--- config.mk ---
export PLATFORM = sky130hd
export DESIGN_NAME = mpc_top
export DESIGN_NICKNAME = d
export VERILOG_FILES = /design/src/core/mpc_pkg.sv /design/src/core/mpc_key_if.sv /design/src/core/mpc_unlock.sv /design/src/core/mpc_postscaler.sv /design/src/core/mpc_top.sv
export VERILOG_INCLUDE_DIRS = /design/src /design/src/core
export SDC_FILE = /design/constraint.sdc
export NUM_CORES = 1
export LEC_CHECK = 0
export ABC_AREA = 0
export BUFFER_PORTS_ARGS = -buffer_cell sky130_fd_sc_hd__buf_4
export CAP_MARGIN = 10
export CORE_MARGIN = 8
export CORE_UTILIZATION = 50
export DETAILED_ROUTE_END_ITERATION = 10
export PLACE_DENSITY = 0.88
export SLEW_MARGIN = 30
export SYNTH_ARGS = -nofsm -noshare
export SYNTH_HDL_FRONTEND = slang
export SYNTH_SLANG_ARGS = --single-unit
--- constraint.sdc ---
create_clock -name pclk -period 2 [get_ports pclk]
set_input_delay 0.3 -clock pclk [delete_from_list [all_inputs] [get_ports pclk]]
set_output_delay 0.3 -clock pclk [all_outputs]
set_load 0.005 [all_outputs]
--- src/core/mpc_regs.svh ---
// register map, field positions and reset values of the pwm control block
`ifndef MPC_REGS_SVH
`define MPC_REGS_SVH
`define MPC_CON1_OFS 8'h00
`define MPC_CON2_OFS 8'h04
`define MPC_KEY_OFS 8'h08
`define MPC_DC1_OFS 8'h0c
`define MPC_DC2_OFS 8'h10
`define MPC_DC3_OFS 8'h14
`define MPC_PER_OFS 8'h18
`define MPC_OVD_OFS 8'h1c
`define MPC_PENL_LSB 0
`define MPC_PENH_LSB 4
`define MPC_SEV_LSB 8
`define MPC_IUE_BIT 2
`define MPC_OVERRIDE_SYNC_SELECT_BIT 1
`define MPC_BUFFER_UPDATE_DISABLE_BIT 0
`define MPC_CON1_MASK 16'h0077
`define MPC_CON2_MASK 16'h0f07
`define MPC_CON2_RST 16'h0000
`define MPC_KEY1 16'h5a5a
`define MPC_KEY2 16'ha5a5
`endif

--- src/core/mpc_pkg.sv ---
// types shared by the pwm control block
package mpc_pkg;
	typedef enum logic [1:0] {
		MPC_ULK_IDLE = 2'b00,
		MPC_ULK_KEY1 = 2'b01,
		MPC_ULK_OPEN = 2'b11
	} mpc_ulk_t;
	typedef logic [2:0] mpc_pen3_t;
endpackage

--- src/core/mpc_key_if.sv ---
// key and write strobes between register file and unlock tracker
`timescale 1ns/1ps
interface mpc_key_if;
	logic key_wr;
	logic [15:0] key_data;
	logic con1_wr;
	logic unlocked;
	modport regs (output key_wr, output key_data, output con1_wr,
		input unlocked);
	modport ulk (input key_wr, input key_data, input con1_wr,
		output unlocked);
endinterface

--- src/core/mpc_unlock.sv ---
// two-word key tracker that opens control register 1 for one write
`timescale 1ns/1ps
`include "mpc_regs.svh"
module mpc_unlock
	import mpc_pkg::*;
(
	// clock and reset
	input wire logic pclk,
	input wire logic presetn,
	// strobes
	mpc_key_if.ulk kif
);
	mpc_ulk_t st_q;
	mpc_ulk_t st_d;
	wire key1_hit = kif.key_wr && (kif.key_data == `MPC_KEY1);
	wire key2_hit = kif.key_wr && (kif.key_data == `MPC_KEY2);

	// any stray key or a consumed write drops the sequence
	always_comb
	begin
		st_d = st_q;
		case (st_q)
			MPC_ULK_IDLE:
				if (key1_hit) st_d = MPC_ULK_KEY1;
			MPC_ULK_KEY1:
				if (key2_hit) st_d = MPC_ULK_OPEN;
				else if (kif.key_wr || kif.con1_wr) st_d = MPC_ULK_IDLE;
			MPC_ULK_OPEN:
				if (key1_hit) st_d = MPC_ULK_KEY1;
				else if (kif.key_wr || kif.con1_wr) st_d = MPC_ULK_IDLE;
			default:
				st_d = MPC_ULK_IDLE;
		endcase
	end

	always_ff @(posedge pclk or negedge presetn)
	begin
		if (!presetn) st_q <= MPC_ULK_IDLE;
		else st_q <= st_d;
	end

	assign kif.unlocked = (st_q == MPC_ULK_OPEN);
endmodule

--- src/core/mpc_postscaler.sv ---
// special event trigger postscaler
`timescale 1ns/1ps
module mpc_postscaler #(
	parameter int SW = 4
) (
	// clock and reset
	input wire logic pclk,
	input wire logic presetn,
	// event in, ratio select, trigger out
	input wire logic sev_match,
	input wire logic [SW-1:0] ratio_sel,
	output logic sev_trig
);
	logic [SW-1:0] cnt_q;
	logic trig_q;
	wire last = (cnt_q >= ratio_sel);

	// ratio n+1: trigger on match number n+1, then restart
	always_ff @(posedge pclk or negedge presetn)
	begin
		if (!presetn)
		begin
			cnt_q <= '0;
			trig_q <= 1'b0;
		end
		else
		begin
			trig_q <= sev_match && last;
			if (sev_match) cnt_q <= last ? '0 : cnt_q + 1'b1;
		end
	end

	assign sev_trig = trig_q;
endmodule

--- src/core/mpc_top.sv ---
// pwm pin enable, update and trigger control with apb registers
//
// Added by the designer: the register addresses and register access over APB.
`timescale 1ns/1ps
`include "mpc_regs.svh"
module mpc_top
	import mpc_pkg::*;
#(
	parameter int DW = 16
) (
	// clock and reset
	input wire logic pclk,
	input wire logic presetn,
	// apb slave
	input wire logic psel,
	input wire logic penable,
	input wire logic pwrite,
	input wire logic [7:0] paddr,
	input wire logic [31:0] pwdata,
	output logic [31:0] prdata,
	output logic pready,
	output logic pslverr,
	// configuration straps
	input wire logic write_lock_input,
	input wire logic pin_enable_reset_select,
	// time base events and waveforms
	input wire logic tb_sync,
	input wire logic sev_match,
	input wire logic [2:0] pwm_low,
	input wire logic [2:0] pwm_high,
	// output pins, oe low hands the pin to gpio
	output logic [2:0] low_output_pin,
	output logic [2:0] low_output_oe,
	output logic [2:0] high_output_pin,
	output logic [2:0] high_output_oe,
	// active values for the comparators, and the special event trigger
	output logic [3*DW-1:0] duty_active,
	output logic [DW-1:0] period_active,
	output logic [15:0] ovd_active,
	output logic sev_trig
);
	mpc_key_if kif();

	logic [15:0] con1_q;
	logic [15:0] con2_q;
	logic [DW-1:0] dc_buf_q [3];
	logic [DW-1:0] dc_act_q [3];
	logic [DW-1:0] per_buf_q;
	logic [DW-1:0] per_act_q;
	logic [15:0] ovd_q;
	logic [15:0] ovd_act_q;
	logic strap_done_q;
	logic [31:0] prdata_q;
	logic [31:0] rd_d;
	logic pready_q;
	logic pslverr_q;
	logic [2:0] lo_pin_q;
	logic [2:0] lo_oe_q;
	logic [2:0] hi_pin_q;
	logic [2:0] hi_oe_q;

	// address decode
	wire setup = psel && !penable;
	wire wr = psel && penable && pready_q && pwrite;
	wire a_con1 = (paddr == `MPC_CON1_OFS);
	wire a_con2 = (paddr == `MPC_CON2_OFS);
	wire a_key = (paddr == `MPC_KEY_OFS);
	wire a_dc1 = (paddr == `MPC_DC1_OFS);
	wire a_dc2 = (paddr == `MPC_DC2_OFS);
	wire a_dc3 = (paddr == `MPC_DC3_OFS);
	wire a_per = (paddr == `MPC_PER_OFS);
	wire a_ovd = (paddr == `MPC_OVD_OFS);
	wire mapped = a_con1 || a_con2 || a_key || a_dc1 || a_dc2
		|| a_dc3 || a_per || a_ovd;
	wire [2:0] a_dc = {a_dc3, a_dc2, a_dc1};
	// a locked control register 1 write is dropped and flagged
	wire con1_open = !write_lock_input || kif.unlocked;
	wire con1_err = a_con1 && pwrite && !con1_open;
	wire con1_wr = wr && a_con1 && con1_open;
	wire immediate_update_enable = con2_q[`MPC_IUE_BIT];
	wire override_sync_select = con2_q[`MPC_OVERRIDE_SYNC_SELECT_BIT];
	wire buffer_update_disable = con2_q[`MPC_BUFFER_UPDATE_DISABLE_BIT];
	wire tb_xfer = tb_sync && !buffer_update_disable;
	wire [2:0] pen_l = con1_q[`MPC_PENL_LSB +: 3];
	wire [2:0] pen_h = con1_q[`MPC_PENH_LSB +: 3];
	wire [15:0] wd16 = pwdata[15:0];
	wire [DW-1:0] wd_dw = pwdata[DW-1:0];

	assign kif.key_wr = wr && a_key;
	assign kif.key_data = wd16;
	assign kif.con1_wr = con1_wr;

	mpc_unlock u_unlock (
		.pclk (pclk),
		.presetn (presetn),
		.kif (kif)
	);

	mpc_postscaler #(.SW(4)) u_post (
		.pclk (pclk),
		.presetn (presetn),
		.sev_match (sev_match),
		.ratio_sel (con2_q[`MPC_SEV_LSB +: 4]),
		.sev_trig (sev_trig)
	);

	// read mux; masks keep unimplemented bits at zero
	always_comb
	begin
		rd_d = '0;
		if (a_con1) rd_d[15:0] = con1_q & `MPC_CON1_MASK;
		else if (a_con2) rd_d[15:0] = con2_q & `MPC_CON2_MASK;
		else if (a_dc1) rd_d[DW-1:0] = dc_act_q[0];
		else if (a_dc2) rd_d[DW-1:0] = dc_act_q[1];
		else if (a_dc3) rd_d[DW-1:0] = dc_act_q[2];
		else if (a_per) rd_d[DW-1:0] = per_act_q;
		else if (a_ovd) rd_d[15:0] = ovd_q;
	end

	// no wait state: answer is ready in the first access phase cycle
	always_ff @(posedge pclk or negedge presetn)
	begin
		if (!presetn)
		begin
			pready_q <= 1'b0;
			pslverr_q <= 1'b0;
			prdata_q <= '0;
		end
		else
		begin
			pready_q <= setup;
			pslverr_q <= setup && (!mapped || con1_err);
			if (setup && !pwrite) prdata_q <= rd_d;
		end
	end

	// the strap is a level, so it is caught on the first edge after reset
	always_ff @(posedge pclk or negedge presetn)
	begin
		if (!presetn)
		begin
			strap_done_q <= 1'b0;
			con1_q <= '0;
		end
		else if (!strap_done_q)
		begin
			strap_done_q <= 1'b1;
			con1_q <= {9'h000, {3{~pin_enable_reset_select}}, 1'b0,
				{3{~pin_enable_reset_select}}};
		end
		else if (con1_wr) con1_q <= wd16 & `MPC_CON1_MASK;
	end

	always_ff @(posedge pclk or negedge presetn)
	begin
		if (!presetn) con2_q <= `MPC_CON2_RST;
		else if (wr && a_con2) con2_q <= wd16 & `MPC_CON2_MASK;
	end

	// immediate mode still respects the update disable
	always_ff @(posedge pclk or negedge presetn)
	begin
		if (!presetn)
		begin
			for (int i = 0; i < 3; i++)
			begin
				dc_buf_q[i] <= '0;
				dc_act_q[i] <= '0;
			end
		end
		else
		begin
			for (int i = 0; i < 3; i++)
			begin
				if (wr && a_dc[i]) dc_buf_q[i] <= wd_dw;
				if (wr && a_dc[i] && immediate_update_enable && !buffer_update_disable)
					dc_act_q[i] <= wd_dw;
				else if (tb_xfer && !immediate_update_enable)
					dc_act_q[i] <= dc_buf_q[i];
			end
		end
	end

	always_ff @(posedge pclk or negedge presetn)
	begin
		if (!presetn)
		begin
			per_buf_q <= '0;
			per_act_q <= '0;
		end
		else
		begin
			if (wr && a_per) per_buf_q <= wd_dw;
			if (tb_xfer) per_act_q <= per_buf_q;
		end
	end

	always_ff @(posedge pclk or negedge presetn)
	begin
		if (!presetn)
		begin
			ovd_q <= '0;
			ovd_act_q <= '0;
		end
		else
		begin
			if (wr && a_ovd) ovd_q <= wd16;
			if (!override_sync_select || tb_sync) ovd_act_q <= ovd_q;
		end
	end

	// released pins drive low with oe off so the gpio mux owns them
	always_ff @(posedge pclk or negedge presetn)
	begin
		if (!presetn)
		begin
			lo_pin_q <= '0;
			lo_oe_q <= '0;
			hi_pin_q <= '0;
			hi_oe_q <= '0;
		end
		else
		begin
			lo_pin_q <= pwm_low & pen_l;
			lo_oe_q <= pen_l;
			hi_pin_q <= pwm_high & pen_h;
			hi_oe_q <= pen_h;
		end
	end

	assign prdata = prdata_q;
	assign pready = pready_q;
	assign pslverr = pslverr_q;
	assign low_output_pin = lo_pin_q;
	assign low_output_oe = lo_oe_q;
	assign high_output_pin = hi_pin_q;
	assign high_output_oe = hi_oe_q;
	assign duty_active = {dc_act_q[2], dc_act_q[1], dc_act_q[0]};
	assign period_active = per_act_q;
	assign ovd_active = ovd_act_q;
endmodule

==> impl_metrics.json, run 1 <==
{
  "dp_hpwl_um": 20400,
  "skew_ns": 0.0131,
  "drt-initial-drc-count": 739,
  "grt_pass1_vias": 7761,
  "worstSetupPathType": "flop to flop",
  "wl_met2_um": 13100,
  "top_layer": "met4",
  "fin_crit_sh_pct": 89.7,
  "power_density_mw_per_mm2": 774,
  "slew_headroom_pct": 58.1,
  "netlist_area_mm2": 0.00963,
  "io_buffers": 149,
  "path_clk_slew_ns": 0.06,
  "cts_resized": 0,
  "die_area_mm2": 0.0240,
  "htreeDepth": 1,
  "syn_avg_cell_area_um2": 11.7,
  "hold_class": "input pin to flop",
  "hp-start": "pwm_high[0]",
  "endpoint_kind": "flop",
  "yosys_warnings": 0,
  "path_max_fanout": 7,
  "tightest_slew_ns": 0.623,
  "cts_inserted_buffers": 21,
  "ys_types": 57,
  "setup_viol": 0,
  "n_antenna_cell": 0,
  "synth_async_sr_flop_share_pct": 100,
  "vdd_ir_drop_max_mv": 0.557,
  "cts_max_path_buffers": 3,
  "grt_pass1_wl_um": 43800,
  "via_count": 7454,
  "synth_edf_count": 0,
  "ios": 182,
  "max_freq_ghz": 0.557,
  "cts_root_buffer": "clkbuf_16",
  "maxSlewViolCount": 0,
  "ys_seq_elements": 211,
  "layout_commonest_cell": "dfrtp_1",
  "tritoncts": "done",
  "initial_core_util_pct": 51.1,
  "rsz0062_at_grt": "false",
  "layout.cells.most_common_list": "211 x dfrtp_1, 192 x buf_4, 122 x mux2_2",
  "syn-instance-count": 824,
  "met3WireLength_um": 2680,
  "finish.net_count": 1050,
  "grt_usage_pct": 23.1,
  "outcome": "finished, final reports clean",
  "fp.dieH_um": 155,
  "ant_nets": 0,
  "die_w_um": 155,
  "area_growth_pct": 25.8,
  "startpoint": "con2_q[10]$_DFFE_PN0P_",
  "start_kind": "flop",
  "hold_viol": 0,
  "r2r_start": "con2_q[10]$_DFFE_PN0P_",
  "firstDrtPassIters": 5,
  "arrival_ns": 2.23,
  "drive_above_1_share_pct": 37.5,
  "synth_seq_area_share_pct": 54.8,
  "wl_per_cell_um": 22.3,
  "fin_setup_tns_ns": 0,
  "gp_congestion": 0.939,
  "wl_um": 28200,
  "drc_errors": 0,
  "seq_area_mm2": 0.00528,
  "period_needed_ns": 1.79,
  "leakage_nw": 5.88,
  "cts.sinks": 211,
  "placed_cell_area_mm2": 0.0113,
  "required_ns": 2.44,
  "final_cell_area_mm2": 0.0121,
  "overflow": 0,
  "rows": 50,
  "ys.flop_type": "dfrtp_1",
  "coreArea_mm2": 0.0188,
  "clk_latency_ns": 0.50,
  "grt_max_degree": 59,
  "fillers": 1424,
  "cts_post_setup_buffers_inserted": 0,
  "antenna_found_initial": 0,
  "multi_input_area_mm2": 0.00399,
  "max_cap_violations": 0,
  "m1WireLength_um": 11400,
  "via_per_inst": 5.90
}
==> cells in the mapped netlist, types with 7 or more instances <==
master | number | share of area, %
clkbuf_1 | 44 | 1.7
inv_1 | 9 | 0.35
nor2b_1 | 8 | 0.52
nor3_1 | 10 | 0.52
nand2_1 | 43 | 1.7
a21oi_1 | 73 | 3.8
and2_1 | 7 | 0.45
buf_4 | 18 | 1.4
dfrtp_1 | 211 | 55
o21ai_0 | 29 | 1.5
nand3_1 | 17 | 0.88
mux2i_1 | 57 | 5.9
nand4_1 | 7 | 0.45
buf_2 | 13 | 0.68
mux2_2 | 122 | 14
nor2_1 | 56 | 2.2
nand2b_1 | 7 | 0.45
==> worst max-delay path: stages (launching register included) <==
cell	delay, ns
dfrtp_1	0.37
inv_1	0.07
ha_1	0.28
or2_2	0.30
a21oi_1	0.18
a21oi_1	0.13
nor4bb_1	0.29
a21o_1	0.11
==> final cells by class <==
cell class,count,share of cell area [%]
sequential,211,43.6
multi-input combinational,539,33.0
timing repair buffer,208,14.3
clock buffer,28,4.89
tap,260,2.69
clock inverter,9,1.25
inverter,9,0.279
==> sequential cells by signal, indices dropped and copies added (netlist names) <==
signal / flops
dc_buf_q: 48
u_post.cnt_q: 4
pslverr: 1
low_output_oe: 3
period_active: 16
duty_active: 48
low_output_pin: 3
u_post.sev_trig: 1
prdata: 16
high_output_oe: 3
con1_q: 6
u_unlock.st_q: 2
con2_q: 7
strap_done_q: 1
pready: 1
high_output_pin: 3
ovd_active: 16
ovd_q: 16
per_buf_q: 16
==> report_power, final <==
part / leakage [nW] / total [mW] / internal [mW] / switching, mW
clock network: 0.364 / 4.24 / 2.60 / 1.65
logic: 2.65 / 0.682 / 0.283 / 0.399
registers: 2.86 / 4.45 / 4.37 / 0.0800
total: 5.88 / 9.37 / 7.25 / 2.13
==> metal layers <==
metal  global-route usage (%)  up-vias
li1                         -     3238
met1                     29.7     3737
met2                     37.4      399
met3                     5.63       80
met4                     8.82        0
met5                        0        -
==> logic make-up after synthesis <==
family,share of synthesized area (%)
buffers and inverters,4.50
multiplexers,20.7
AO/OA/AOI/OAI,8.60
AND/OR/NAND/NOR,10.6
flip-flops,54.8
XOR/XNOR,0.0910
other,0.0780
adder cells (fa/ha/maj),0.650
==> worst paths after layout <==
check,end,slack (ns),cells past startpoint
worst min-delay path,high_output_pin[0]$_DFF_PN0_,0.01,2
worst max-delay path,u_post.cnt_q[3]$_DFFE_PN0P_,0.21,7
worst min register to register,low_output_oe[0]$_DFF_PN0_,0.47,0
min in group asynchronous,duty_active[32]$_DFFE_PN0P_,0.34,2
worst max register to register,u_post.cnt_q[3]$_DFFE_PN0P_,0.21,7
max in group asynchronous,u_post.sev_trig$_DFF_PN0_,1.01,3
==> through the flow <==
step | instances | utilization (%) | power [mW] | setup WS [ns] | hold WS [ns]
detailed placement | 1225 | 60.3 | 5.19 | -0.0560 | 0.322
floorplan | 839 | - | 4.82 | 0.0226 | 0.00441
CTS | 1263 | 64.3 | 9.40 | 0.204 | 0.000256
global route | 1264 | 64.3 | 9.66 | 0.0464 | 0.00306
finish | 1264 | 64.3 | 9.37 | 0.206 | 0.0127
global placement | 1225 | 60.3 | 5.16 | 0.0111 | 0.319
==> timing repair <==
| item | in CTS | in global routing |
|---|---|---|
| hold buffers | 1 | 1 |
| endpoints found under the hold margin | 53 | 1 |
| setup endpoints to repair | 0 | 0 |
No activity file was read; power rests on OpenSTA's default activity.
==> run 2: changes to the inputs <==
--- a/config.mk
+++ b/config.mk
@@ -13,6 +13,7 @@
 export CORE_UTILIZATION = 50
 export DETAILED_ROUTE_END_ITERATION = 10
 export PLACE_DENSITY = 0.88
+export RECOVER_POWER = 100
 export SLEW_MARGIN = 30
 export SYNTH_ARGS = -nofsm -noshare
 export SYNTH_HDL_FRONTEND = slang
==> run 2 against run 1 <==
Fmax decreased by 4.2%. Utilization decreased by 1.2 points. Non-clock buffer count unchanged. Clock power about the same. Largest cell class unchanged. Highest routed layer unchanged.
==> impl_metrics.json, run 2 (synthesis gave the netlist of run 1 again) <==
{
  "finish.net_count": 1050,
  "via_per_inst": 5.85,
  "cts_hold_buf": 1,
  "antenna_found_initial": 0,
  "hold_viol": 0,
  "clk_latency_ns": 0.50,
  "combPwrFrac_pct": 7.1,
  "grt_pass1_wl_um": 43800,
  "rows": 50,
  "grt_pass1_vias": 7761,
  "coreArea_mm2": 0.0188,
  "skew_ns": 0.0120,
  "crit_path_top_delay_cell": "dfrtp_1",
  "finalWorstSetupSlack_ns": 0.127,
  "ios": 182,
  "p_clk_share_pct": 45.3,
  "initial_core_util_pct": 51.1,
  "layout.cells.non_filler": 1264,
  "period_needed_ns": 1.87,
  "power_density_mw_per_mm2": 787,
  "area_growth_pct": 23.4,
  "p_int_mw": 7.23,
  "worstSetupPathType": "flop to flop",
  "vdd_ir_drop_max_mv": 0.563,
  "cpPeakStageDelay_ns": 0.39,
  "layout.cells.most_common_list": "211 x dfrtp_1, 122 x mux2_2, 88 x clkbuf_4",
  "layout_commonest_cell": "dfrtp_1",
  "rsz0062_at_grt": "false",
  "io_buffers": 149,
  "cts_resized": 0,
  "cts.sinks": 211,
  "cts_root_buffer": "clkbuf_16",
  "leakage_nw": 5.65,
  "grt_usage_pct": 23.1,
  "tritoncts": "done",
  "gp_congestion": 0.939,
  "wl_um": 28100,
  "arrival_ns": 2.25,
  "max_freq_ghz": 0.534,
  "die_w_um": 155,
  "firstDrtPassIters": 5,
  "required_ns": 2.38,
  "p_sw_mw": 2.12,
  "grt_max_degree": 59,
  "p_sw_share_pct": 22.7,
  "tightest_slew_ns": 1.42,
  "maxSlewViolCount": 0,
  "cts_inserted_buffers": 21,
  "setup_viol": 0,
  "dp_hpwl_um": 20400,
  "fp.dieH_um": 155,
  "holdWs_ns": 0.0136,
  "r2r_slack_ns": 0.13,
  "via_count": 7389,
  "path_max_fanout": 10,
  "max_cap_violations": 0,
  "cts_max_path_buffers": 3,
  "outcome": "finished, final reports clean",
  "pre_cts_ws_ns": -0.0560,
  "ant_nets": 0,
  "fin_crit_sh_pct": 93.6,
  "pwr-share-seq_pct": 47.5,
  "htreeDepth": 1,
  "numPlacedInstances": 1225,
  "die_area_mm2": 0.0240,
  "overflow": 0,
  "fin_util_pct": 63.1,
  "cts_post_setup_buffers_inserted": 0,
  "crit_chain": "nand4_1 -> buf_2 -> or3_1 -> clkbuf_2 -> mux2_2",
  "drt-initial-drc-count": 708,
  "endpoint_kind": "flop",
  "hold_class": "input pin to flop",
  "wl_per_cell_um": 22.2,
  "n_antenna_cell": 0,
  "start_kind": "flop",
  "path_clk_slew_ns": 0.06,
  "drc_errors": 0,
  "fillers": 1473,
  "drive_above_1_share_pct": 33.6,
  "slew_headroom_pct": 5.45
}
-- run 2: changes by cell type in the layout (fill, tap and decap cells not counted), sizes merged --
cell | previous run | this run
buf | 205 | 76
clkbuf | 29 | 158
-- run 2: cell type report --
cell class	instances	area, um^2	share of cell area (%)
clock buffers	28	592	4.98
flip-flops and latches	211	5280	44.4
clock inverters	9	151	1.27
inverters	9	33.8	0.284
repair buffers	208	1540	12.9
well taps	260	325	2.74
multi-input cells	539	3960	33.4
-- run 2: critical path: cells and delay by family (launching register included) --
family	cells	cell delay (ns)
buffers and inverters	2	0.51
DFF	1	0.39
muxes	1	0.35
and+or+nand+nor	2	0.50
-- run 2: per-layer routing --
layer | track usage, % | up-vias | wire, um
met2 | 37.4 | 382 | 13300
met1 | 29.7 | 3706 | 11300
li1 | - | 3234 | -
met3 | 5.63 | 67 | 2630
met5 | 0 | - | 0
met4 | 8.82 | 0 | 933
-- run 2: through the flow --
step	TNS (ns)	instance area [um^2]	power, mW
after detailed placement	-0.584	11300	5.19
after global placement	0	11300	5.16
after CTS	0	12100	9.40
final	0	11900	9.35
after global routing	0	11900	9.65
after floorplan	0	9700	4.82
-- run 2: final timing paths --
kind / startpoint / end / depth (start not counted)
hold reg to reg: con1_q[0]$_DFFE_PN0P_ / low_output_oe[0]$_DFF_PN0_ / 0
min in group asynchronous: presetn / duty_active[33]$_DFFE_PN0P_ / 2
hold / removal: pwm_high[0] / high_output_pin[0]$_DFF_PN0_ / 2
setup reg to reg: pready$_DFF_PN0_ / per_buf_q[12]$_DFFE_PN0P_ / 5
max in group asynchronous: presetn / u_post.sev_trig$_DFF_PN0_ / 3
setup / recovery: pready$_DFF_PN0_ / per_buf_q[12]$_DFFE_PN0P_ / 5
-- run 2: power by group through the flow --
| stage | sequential, mW | combinational (mW) | clock [mW] |
|---|---|---|---|
| 3_3_place_gp | 4.52 | 0.645 | 0 |
| 2_1_floorplan | 4.50 | 0.316 | 0 |
| 4_1_cts | 4.44 | 0.676 | 4.28 |
| 6_report | 4.44 | 0.667 | 4.24 |
| 3_5_place_dp | 4.52 | 0.667 | 0 |
| 5_1_grt | 4.45 | 0.728 | 4.47 |
